File: src/core/bpt_pkg.sv
// Constants and types for the bank close timing block
package bpt_pkg;
  localparam int unsigned BankCount      = 8;
  localparam int unsigned BankBits       = 3;
  localparam int unsigned CntBits        = 6;
  localparam int unsigned ClkPeriodPs    = 20000;
  // Analog minimums in picoseconds
  localparam int unsigned RowOpenMinPs   = 45000;
  localparam int unsigned ReadCloseMinPs = 7500;
  localparam int unsigned RowCloseMinPs  = 15000;
  localparam int unsigned RowCycleMinPs  = 60000;
  // Least times round up to whole cycles
  localparam logic [5:0] RowOpenCyc   = 6'((RowOpenMinPs + ClkPeriodPs - 1) / ClkPeriodPs);
  localparam logic [5:0] ReadCloseCyc = 6'((ReadCloseMinPs + ClkPeriodPs - 1) / ClkPeriodPs);
  localparam logic [5:0] RowCloseCyc  = 6'((RowCloseMinPs + ClkPeriodPs - 1) / ClkPeriodPs);
  localparam logic [5:0] RowCycleCyc  = 6'((RowCycleMinPs + ClkPeriodPs - 1) / ClkPeriodPs);
  localparam logic [5:0] PrefetchGap  = 6'h02;
  localparam logic [5:0] Burst8Extra  = 6'h02;
  localparam logic [5:0] OneCyc       = 6'h01;
  localparam logic [5:0] ZeroCyc      = 6'h00;
  // Command codes
  typedef enum logic [2:0] {
    CMD_NOP   = 3'h0,
    CMD_OPEN  = 3'h1,
    CMD_READ  = 3'h2,
    CMD_WRITE = 3'h3,
    CMD_CLOSE = 3'h4
  } bpt_cmd_type;
  // Per-bank state, Gray along idle-open-closing
  typedef enum logic [1:0] {
    BK_IDLE    = 2'h0,
    BK_OPEN    = 2'h1,
    BK_CLOSING = 2'h3
  } bpt_bank_type;
endpackage : bpt_pkg

File: src/core/bpt_bank_timer.sv
// One bank: state and minimum-time counters
`timescale 1ns/1ps
`default_nettype none
module bpt_bank_timer (
  // Clock and reset
  input  wire logic       clk,
  input  wire logic       rstn,
  // Events for this bank
  input  wire logic       openEv,
  input  wire logic       closeEv,
  input  wire logic       readAcEv,
  input  wire logic       writeAcEv,
  input  wire logic [5:0] readCloseDelay,
  input  wire logic [5:0] writeCloseDelay,
  // Status
  output logic            bankOpen,
  output logic            bankClosing,
  output logic            closeStart
);
  // ==========================================================
  // State
  typedef struct packed {
    bpt_pkg::bpt_bank_type st;
    logic [5:0] openCnt;
    logic [5:0] acCnt;
    logic [5:0] rtpCnt;
    logic [5:0] rpCnt;
    logic       acPend;
    logic       start;
  } bpt_bank_state_type;
  bpt_bank_state_type s_q, s_d;

  always_comb begin
    s_d = s_q;
    s_d.start = 1'b0;
    if (s_q.openCnt != bpt_pkg::ZeroCyc) s_d.openCnt = s_q.openCnt - bpt_pkg::OneCyc;
    if (s_q.acCnt != bpt_pkg::ZeroCyc) s_d.acCnt = s_q.acCnt - bpt_pkg::OneCyc;
    if (s_q.rtpCnt != bpt_pkg::ZeroCyc) s_d.rtpCnt = s_q.rtpCnt - bpt_pkg::OneCyc;
    if (s_q.rpCnt != bpt_pkg::ZeroCyc) s_d.rpCnt = s_q.rpCnt - bpt_pkg::OneCyc;
    unique case (s_q.st)
      bpt_pkg::BK_IDLE: begin
        if (openEv) begin
          s_d.st = bpt_pkg::BK_OPEN;
          s_d.openCnt = bpt_pkg::RowOpenCyc;
        end
      end
      bpt_pkg::BK_OPEN: begin
        if (closeEv) begin // RL1
          s_d.st = bpt_pkg::BK_CLOSING;
          s_d.rpCnt = bpt_pkg::RowCloseCyc;
          s_d.acPend = 1'b0;
          s_d.start = 1'b1;
        end else if (readAcEv && !s_q.acPend) begin // RL7
          s_d.acPend = 1'b1;
          s_d.acCnt = readCloseDelay; // RL9 RL12
          s_d.rtpCnt = readCloseDelay + bpt_pkg::ReadCloseCyc - bpt_pkg::PrefetchGap; // RL5
        end else if (writeAcEv && !s_q.acPend) begin // RL7
          s_d.acPend = 1'b1;
          s_d.acCnt = writeCloseDelay; // RL14
          s_d.rtpCnt = bpt_pkg::ZeroCyc;
        end else if (s_q.acPend && s_q.acCnt <= bpt_pkg::OneCyc && s_q.openCnt <= bpt_pkg::OneCyc
                     && s_q.rtpCnt <= bpt_pkg::OneCyc) begin // RL8 RL10 RL16
          s_d.st = bpt_pkg::BK_CLOSING;
          s_d.rpCnt = bpt_pkg::RowCloseCyc; // RL11
          s_d.acPend = 1'b0;
          s_d.start = 1'b1;
        end
      end
      bpt_pkg::BK_CLOSING: begin
        if (s_q.rpCnt <= bpt_pkg::OneCyc) s_d.st = bpt_pkg::BK_IDLE;
      end
      default: s_d.st = bpt_pkg::BK_IDLE;
    endcase
  end

  always_ff @(posedge clk) begin
    if (!rstn) begin
      s_q <= '0;
    end else begin
      s_q <= s_d;
    end
  end

  // RL21
  assign bankOpen    = (s_q.st == bpt_pkg::BK_OPEN);
  assign bankClosing = (s_q.st == bpt_pkg::BK_CLOSING);
  assign closeStart  = s_q.start;
endmodule : bpt_bank_timer // bpt_bank_timer
`default_nettype wire

File: src/core/bpt_bank_precharge_timing.sv
// Bank close decode, auto-close and per-bank timing for eight banks
// How it works
// RL1 - Close all when bit high, else one
// RL2 - Controller spaces read to close correctly
// RL3 - Controller respects row-open minimum before close
// RL4 - Controller waits row close before reopen
// RL5 - Read-to-close measured from internal read point
// RL6 - Controller spaces write to close correctly
// RL7 - Sample auto-close bit on read/write
// RL8 - Read auto-close starts CL before burst end
// RL9 - Nominal start additive plus half burst
// RL10 - Postpone close until minimums are met
// RL11 - Row close follows read-to-close end
// RL12 - Never earlier than two after last prefetch
// RL13 - Controller reopens after close and cycle time
// RL14 - Write auto-close after burst plus recovery
// RL15 - Controller reopens after recovery plus close
// RL16 - Auto-close held until row-open minimum met
// RL17 - Closes may follow each other after 1
// RL18 - Read delay additive plus CL; write one less
// RL19 - Burst count only 4 or 8
// RL20 - Read-to-close cycles round up
// RL21 - Per-bank state and counters
`timescale 1ns/1ps
`default_nettype none
module bpt_bank_precharge_timing (
  // Clock and reset
  input  wire logic       clk,
  input  wire logic       rstn,
  // Command from decode
  input  wire logic [2:0] cmd,
  input  wire logic       autoCloseAddressBit,
  input  wire logic       bankSelectBit0,
  input  wire logic       bankSelectBit1,
  input  wire logic       bankSelectBit2,
  // Latency settings
  input  wire logic [2:0] additiveDelay,
  input  wire logic [2:0] columnAccessLatency,
  input  wire logic       burstCountIs8,
  input  wire logic [2:0] writeRecoveryTime,
  // Bank status
  output logic [7:0]      bankOpen,
  output logic [7:0]      bankClosing,
  output logic [7:0]      closeStart,
  output logic [3:0]      readDelay,
  output logic [3:0]      writeDelay
);
  // ==========================================================
  // Decode
  function automatic logic [7:0] bankMask(input logic [2:0] b);
    bankMask = 8'h01 << b;
  endfunction

  logic [2:0] bankSel;
  logic [7:0] selMask;
  logic [5:0] halfBurst;
  logic [5:0] rdClose;
  logic [5:0] wrClose;
  logic [7:0] openOut;
  logic [7:0] closingOut;
  logic [7:0] startOut;

  typedef struct packed {
    logic [3:0] rl;
    logic [3:0] wl;
    logic [7:0] open;
    logic [7:0] closing;
    logic [7:0] start;
  } bpt_top_state_type;
  bpt_top_state_type s_q, s_d;

  assign bankSel = {bankSelectBit2, bankSelectBit1, bankSelectBit0};
  assign selMask = bankMask(bankSel);
  assign halfBurst = burstCountIs8 ? 6'h04 : 6'h02; // RL19
  // Nominal read auto-close edge, at least 2 after last prefetch
  assign rdClose = 6'(additiveDelay) + halfBurst; // RL9 RL12
  // Write: delay + half burst + recovery, from the command
  assign wrClose = 6'(additiveDelay) + 6'(columnAccessLatency) - bpt_pkg::OneCyc
                   + halfBurst + 6'(writeRecoveryTime); // RL14 RL18

  // ==========================================================
  // Banks
  genvar g;
  generate
    for (g = 0; g < bpt_pkg::BankCount; g++) begin : gBank
      logic hit;
      assign hit = selMask[g];
      bpt_bank_timer uBank (
        .clk            (clk),
        .rstn           (rstn),
        .openEv         (cmd == bpt_pkg::CMD_OPEN && hit),
        .closeEv        (cmd == bpt_pkg::CMD_CLOSE && (autoCloseAddressBit || hit)), // RL1
        .readAcEv       (cmd == bpt_pkg::CMD_READ && hit && autoCloseAddressBit),
        .writeAcEv      (cmd == bpt_pkg::CMD_WRITE && hit && autoCloseAddressBit),
        .readCloseDelay (rdClose),
        .writeCloseDelay(wrClose),
        .bankOpen       (openOut[g]),
        .bankClosing    (closingOut[g]),
        .closeStart     (startOut[g])
      );
    end
  endgenerate

  always_comb begin
    s_d = s_q;
    s_d.rl = 4'(additiveDelay) + 4'(columnAccessLatency); // RL18
    s_d.wl = 4'(additiveDelay) + 4'(columnAccessLatency) - 4'h1; // RL18
    s_d.open = openOut;
    s_d.closing = closingOut;
    s_d.start = startOut;
  end

  always_ff @(posedge clk) begin
    if (!rstn) begin
      s_q <= '0;
    end else begin
      s_q <= s_d;
    end
  end

  assign bankOpen    = s_q.open;
  assign bankClosing = s_q.closing;
  assign closeStart  = s_q.start;
  assign readDelay   = s_q.rl;
  assign writeDelay  = s_q.wl;
endmodule : bpt_bank_precharge_timing // bpt_bank_precharge_timing
`default_nettype wire

File: config.mk
export PLATFORM = sky130hd
export DESIGN_NAME = bpt_bank_precharge_timing
export DESIGN_NICKNAME = d
export VERILOG_FILES = /design/src/core/bpt_pkg.sv /design/src/core/bpt_bank_timer.sv /design/src/core/bpt_bank_precharge_timing.sv
export SDC_FILE = /design/constraint.sdc
export NUM_CORES = 1
export LEC_CHECK = 0
export CAP_MARGIN = 20
export CORE_MARGIN = 4
export CORE_UTILIZATION = 59
export DETAILED_ROUTE_END_ITERATION = 10
export DONT_BUFFER_PORTS = 1
export PLACE_DENSITY = 0.75
export RECOVER_POWER = 50
export SLEW_MARGIN = 40
export SYNTH_ARGS = -nofsm -noshare
export SYNTH_HDL_FRONTEND = slang
export SYNTH_HIERARCHICAL = 1
export SYNTH_SLANG_ARGS = --single-unit
File: constraint.sdc
create_clock -name clk -period 4.2 [get_ports clk]
set_input_delay 0.42 -clock clk [delete_from_list [all_inputs] [get_ports clk]]
set_output_delay 0.42 -clock clk [all_outputs]
set_load 0.02 [all_outputs]
==> flow_metrics.tcl <==
set metrics [dict create \
    status "complete, no violations" \
    die_area_um2 27790 \
    finalNetCount 1896 \
    yosys_most_used_dff "dfxtp_1" \
    vias_per_cell 5.878 \
    seq_area_um2 5125 \
    initial_core_util_pct 60.58 \
    ys_ff_latch 256 \
    period_share_pct 73.68 \
    finalCriticalPeriod_ns 3.095 \
    final_cell_area_um2 16400 \
    ant_nets 0 \
    dpl-instance-area_um2 15360 \
    core_um2 24530 \
    grt_pass1_wl_um 57920 \
    avgRoutedWirePerCell_um 16.71 \
    finalClockSkew_ns 0.01275 \
    cts.sinks 256 \
    antenna_found_initial 0 \
    use_met1_pct 31.33 \
    dr.first_iter.drc_count 963 \
    seqPwrFrac_pct 31.8 \
    vias 12480 \
    crit_type "in -> reg" \
    rsz0062_at_grt "false" \
    tightest_slew_ns 0.8115 \
    fillerInstances 2038 \
    dp_hpwl_um 23900 \
    ys_warn_count 6 \
    power_frac_comb_pct 46.8 \
    num_rows 57 \
    grtUsageTotal_pct 24.42 \
    cts-root-buf "clkbuf_16" \
    worst-path-max-fanout 8 \
    netlist-cell-type-count 75 \
    yosys-top-cells-area "dfxtp_1 (34%), ha_1 (7.9%), xnor2_1 (5.3%)" \
    numCtsBuffers 29 \
    grt_pass1_vias 11770 \
    intPower_mw 7.747 \
    area_delta_synth_final_pct 10.35 \
    ys_top_cells_by_count "dfxtp_1 (256), nor2_1 (144), inv_1 (128)" \
    die_h_um 166.7 \
    pre_cts_ws_ns 0.5779 \
    p_sw_mw 4.897 \
    cp.arrival_ns 3.57 \
    hp-class "in -> reg" \
    place_congestion 0.8700 \
    endpoint_kind "flip-flop" \
    synth_seq_area_share_pct 34.48 \
    multi_input_area_um2 9254 \
    io_pins 51 \
    clk_latency_ns 0.55 \
    netlist_area_um2 14860 \
    hold_viol 0 \
    p_leak_nw 6.558 \
    synthArstFlopShare_pct 0 \
    use_met2_pct 41.79 \
    fmax_mhz 323.1 \
    synth_cells 1715 \
    critPathRequiredTime_ns 4.68 \
    drc 0 \
    cts_tree "done" \
    setup_ws_ns 1.105 \
    synth_edf_count 0 \
    clkTransAtPathRegs_ns 0.06 \
    startpoint_type "primary input" \
    grt.busiest_layer "met2" \
    drive_above_1_share_pct 6.448 \
    drv_slew 0 \
    relSlewSlack_pct 45.74 \
    yosysTopAreaCell "dfxtp_1" \
    port_buffers 0 \
    globalRouteMet3Util_pct 4.077 \
    setup_viol 0 \
    wl_um 35490 \
    grt_max_degree 121 \
    dr.pass1.iters 5 \
    yosysTopAreaCellShare_pct 34.48 \
    fp.dieW_um 166.7 \
    p_sw_share_pct 38.73 \
    clock_path_buffers 3 \
    htreeDepth 1 \
    p_per_area_nw_per_um2 771.0 \
    syn_avg_cell_area_um2 8.666 \
    synth.most_common_cell "dfxtp_1" \
    fin_tns_setup_ns 0 \
    clock_power_share_pct 21.5 \
    ir_drop_mv 0.5058 \
    drv_cap 0 \
    grt.overflow.total 0 \
]
power by group through the flow:
stage | registers [mW] | clock network, mW | logic (mW)
final | 4.01 | 2.72 | 5.91
after global routing | 4.13 | 2.87 | 6.64
after CTS | 4.02 | 2.76 | 5.94
after detailed placement | 4.06 | 0 | 5.88
after global placement | 4.03 | 0 | 5.69
after floorplan | 3.87 | 0 | 4.96
cells in the final DEF (no fill, tap or decap), types with 12 or more instances in the layout:
cell | netlist | layout
o21ai_0 | 65 | 68
and2_0 | 0 | 12
nor3_1 | 77 | 77
xor2_1 | 48 | 48
nand2b_1 | 39 | 39
mux2_2 | 12 | 12
nand3_1 | 41 | 41
o22ai_1 | 40 | 40
nor4_1 | 20 | 22
dfxtp_1 | 256 | 256
nor2_1 | 144 | 144
o32a_1 | 12 | 12
nor2b_1 | 22 | 22
a211oi_1 | 38 | 38
or3_1 | 33 | 35
ha_1 | 94 | 93
conb_1 | 1 | 52
inv_1 | 128 | 129
nand2_1 | 94 | 94
clkbuf_16 | 0 | 29
o21a_1 | 31 | 31
a21oi_1 | 94 | 94
and2_1 | 41 | 29
nor3b_1 | 32 | 32
xnor2_1 | 90 | 90
and3_1 | 13 | 13
or4_1 | 18 | 18
through the flow:
stage | cells | util, % | hold WS, ns | total power, mW
after global placement | 2065 | 62.63 | 0.4137 | 9.717
after detailed placement | 2065 | 62.63 | 0.4184 | 9.938
after global routing | 2123 | 66.84 | 0.001546 | 13.65
final | 2124 | 66.85 | 0.02372 | 12.64
after CTS | 2121 | 66.97 | 0.0005091 | 12.73
after floorplan | 1766 | - | 0.4119 | 8.831
repair_timing:
item	CTS	global route
buffers inserted	0	0
hold buffers	3	2
gates resized for setup	0	0
hold endpoints to repair	15	3
registers in the layout, summed over array words and instances (netlist names):
name and cells:
bankClosing 8, writeDelay 4, gBank.uBank/closeStart 8, readDelay 4
gBank.uBank/s_q 216, closeStart 8, bankOpen 8
worst paths after layout:
check                                       startpoint                           endpoint  slack [ns]  cells past startpoint
setup / recovery                      additiveDelay[1]  gBank[7].uBank/s_q[18]$_SDFF_PN0_        1.11                     14
hold reg to reg   gBank[7].uBank/closeStart$_SDFF_PN0_           closeStart[7]$_SDFF_PN0_        0.43                      1
hold / removal                                    rstn   gBank[7].uBank/s_q[2]$_SDFF_PN0_        0.02                      1
setup reg to reg     gBank[6].uBank/s_q[14]$_SDFF_PN0_   gBank[6].uBank/s_q[7]$_SDFF_PN0_        2.31                      6
routing by layer:
layer / part of all wire (%) / wire length [um] / vias up
met5: 0 / 0 / -
li1: - / - / 6214
met3: 5.4 / 1909 / 80
met4: 3.4 / 1203 / 0
met2: 47 / 16830 / 318
met1: 44 / 15540 / 5872
cells by family (layout without fill, tap and decap cells):
logic type	Yosys count	in the layout	share of synthesized area, %
xor gates and xnor gates	138	138	8.133
muxes	15	15	1.187
adders and majority gates	100	100	8.722
other	1	53	0.02523
AOI/OAI and AO/OA	406	406	18.95
and+or+nand+nor	638	638	24.28
DFF	256	256	34.48
buffers and inverters	161	194	4.218
area by class of cell:
cell class,count,area share (%)
diodes,1,0.01526
clock buffers,36,4.891
clock inverters,17,1.419
inverters,130,2.976
multi-input cells,1349,56.43
flip-flops and latches,256,31.25
well taps,324,2.472
repair buffers,11,0.5493
critical path, stage by stage:
cell and delay [ns]:
inv_1 0.05, ha_1 0.30, inv_1 0.07, ha_1 0.16
inv_1 0.05, fa_1 0.47, inv_1 0.05, fa_1 0.46
ha_1 0.30, a21o_1 0.11, a21oi_1 0.07, xnor2_1 0.64
o221ai_1 0.24, a21oi_1 0.17
(Power assumes the default switching activity.)
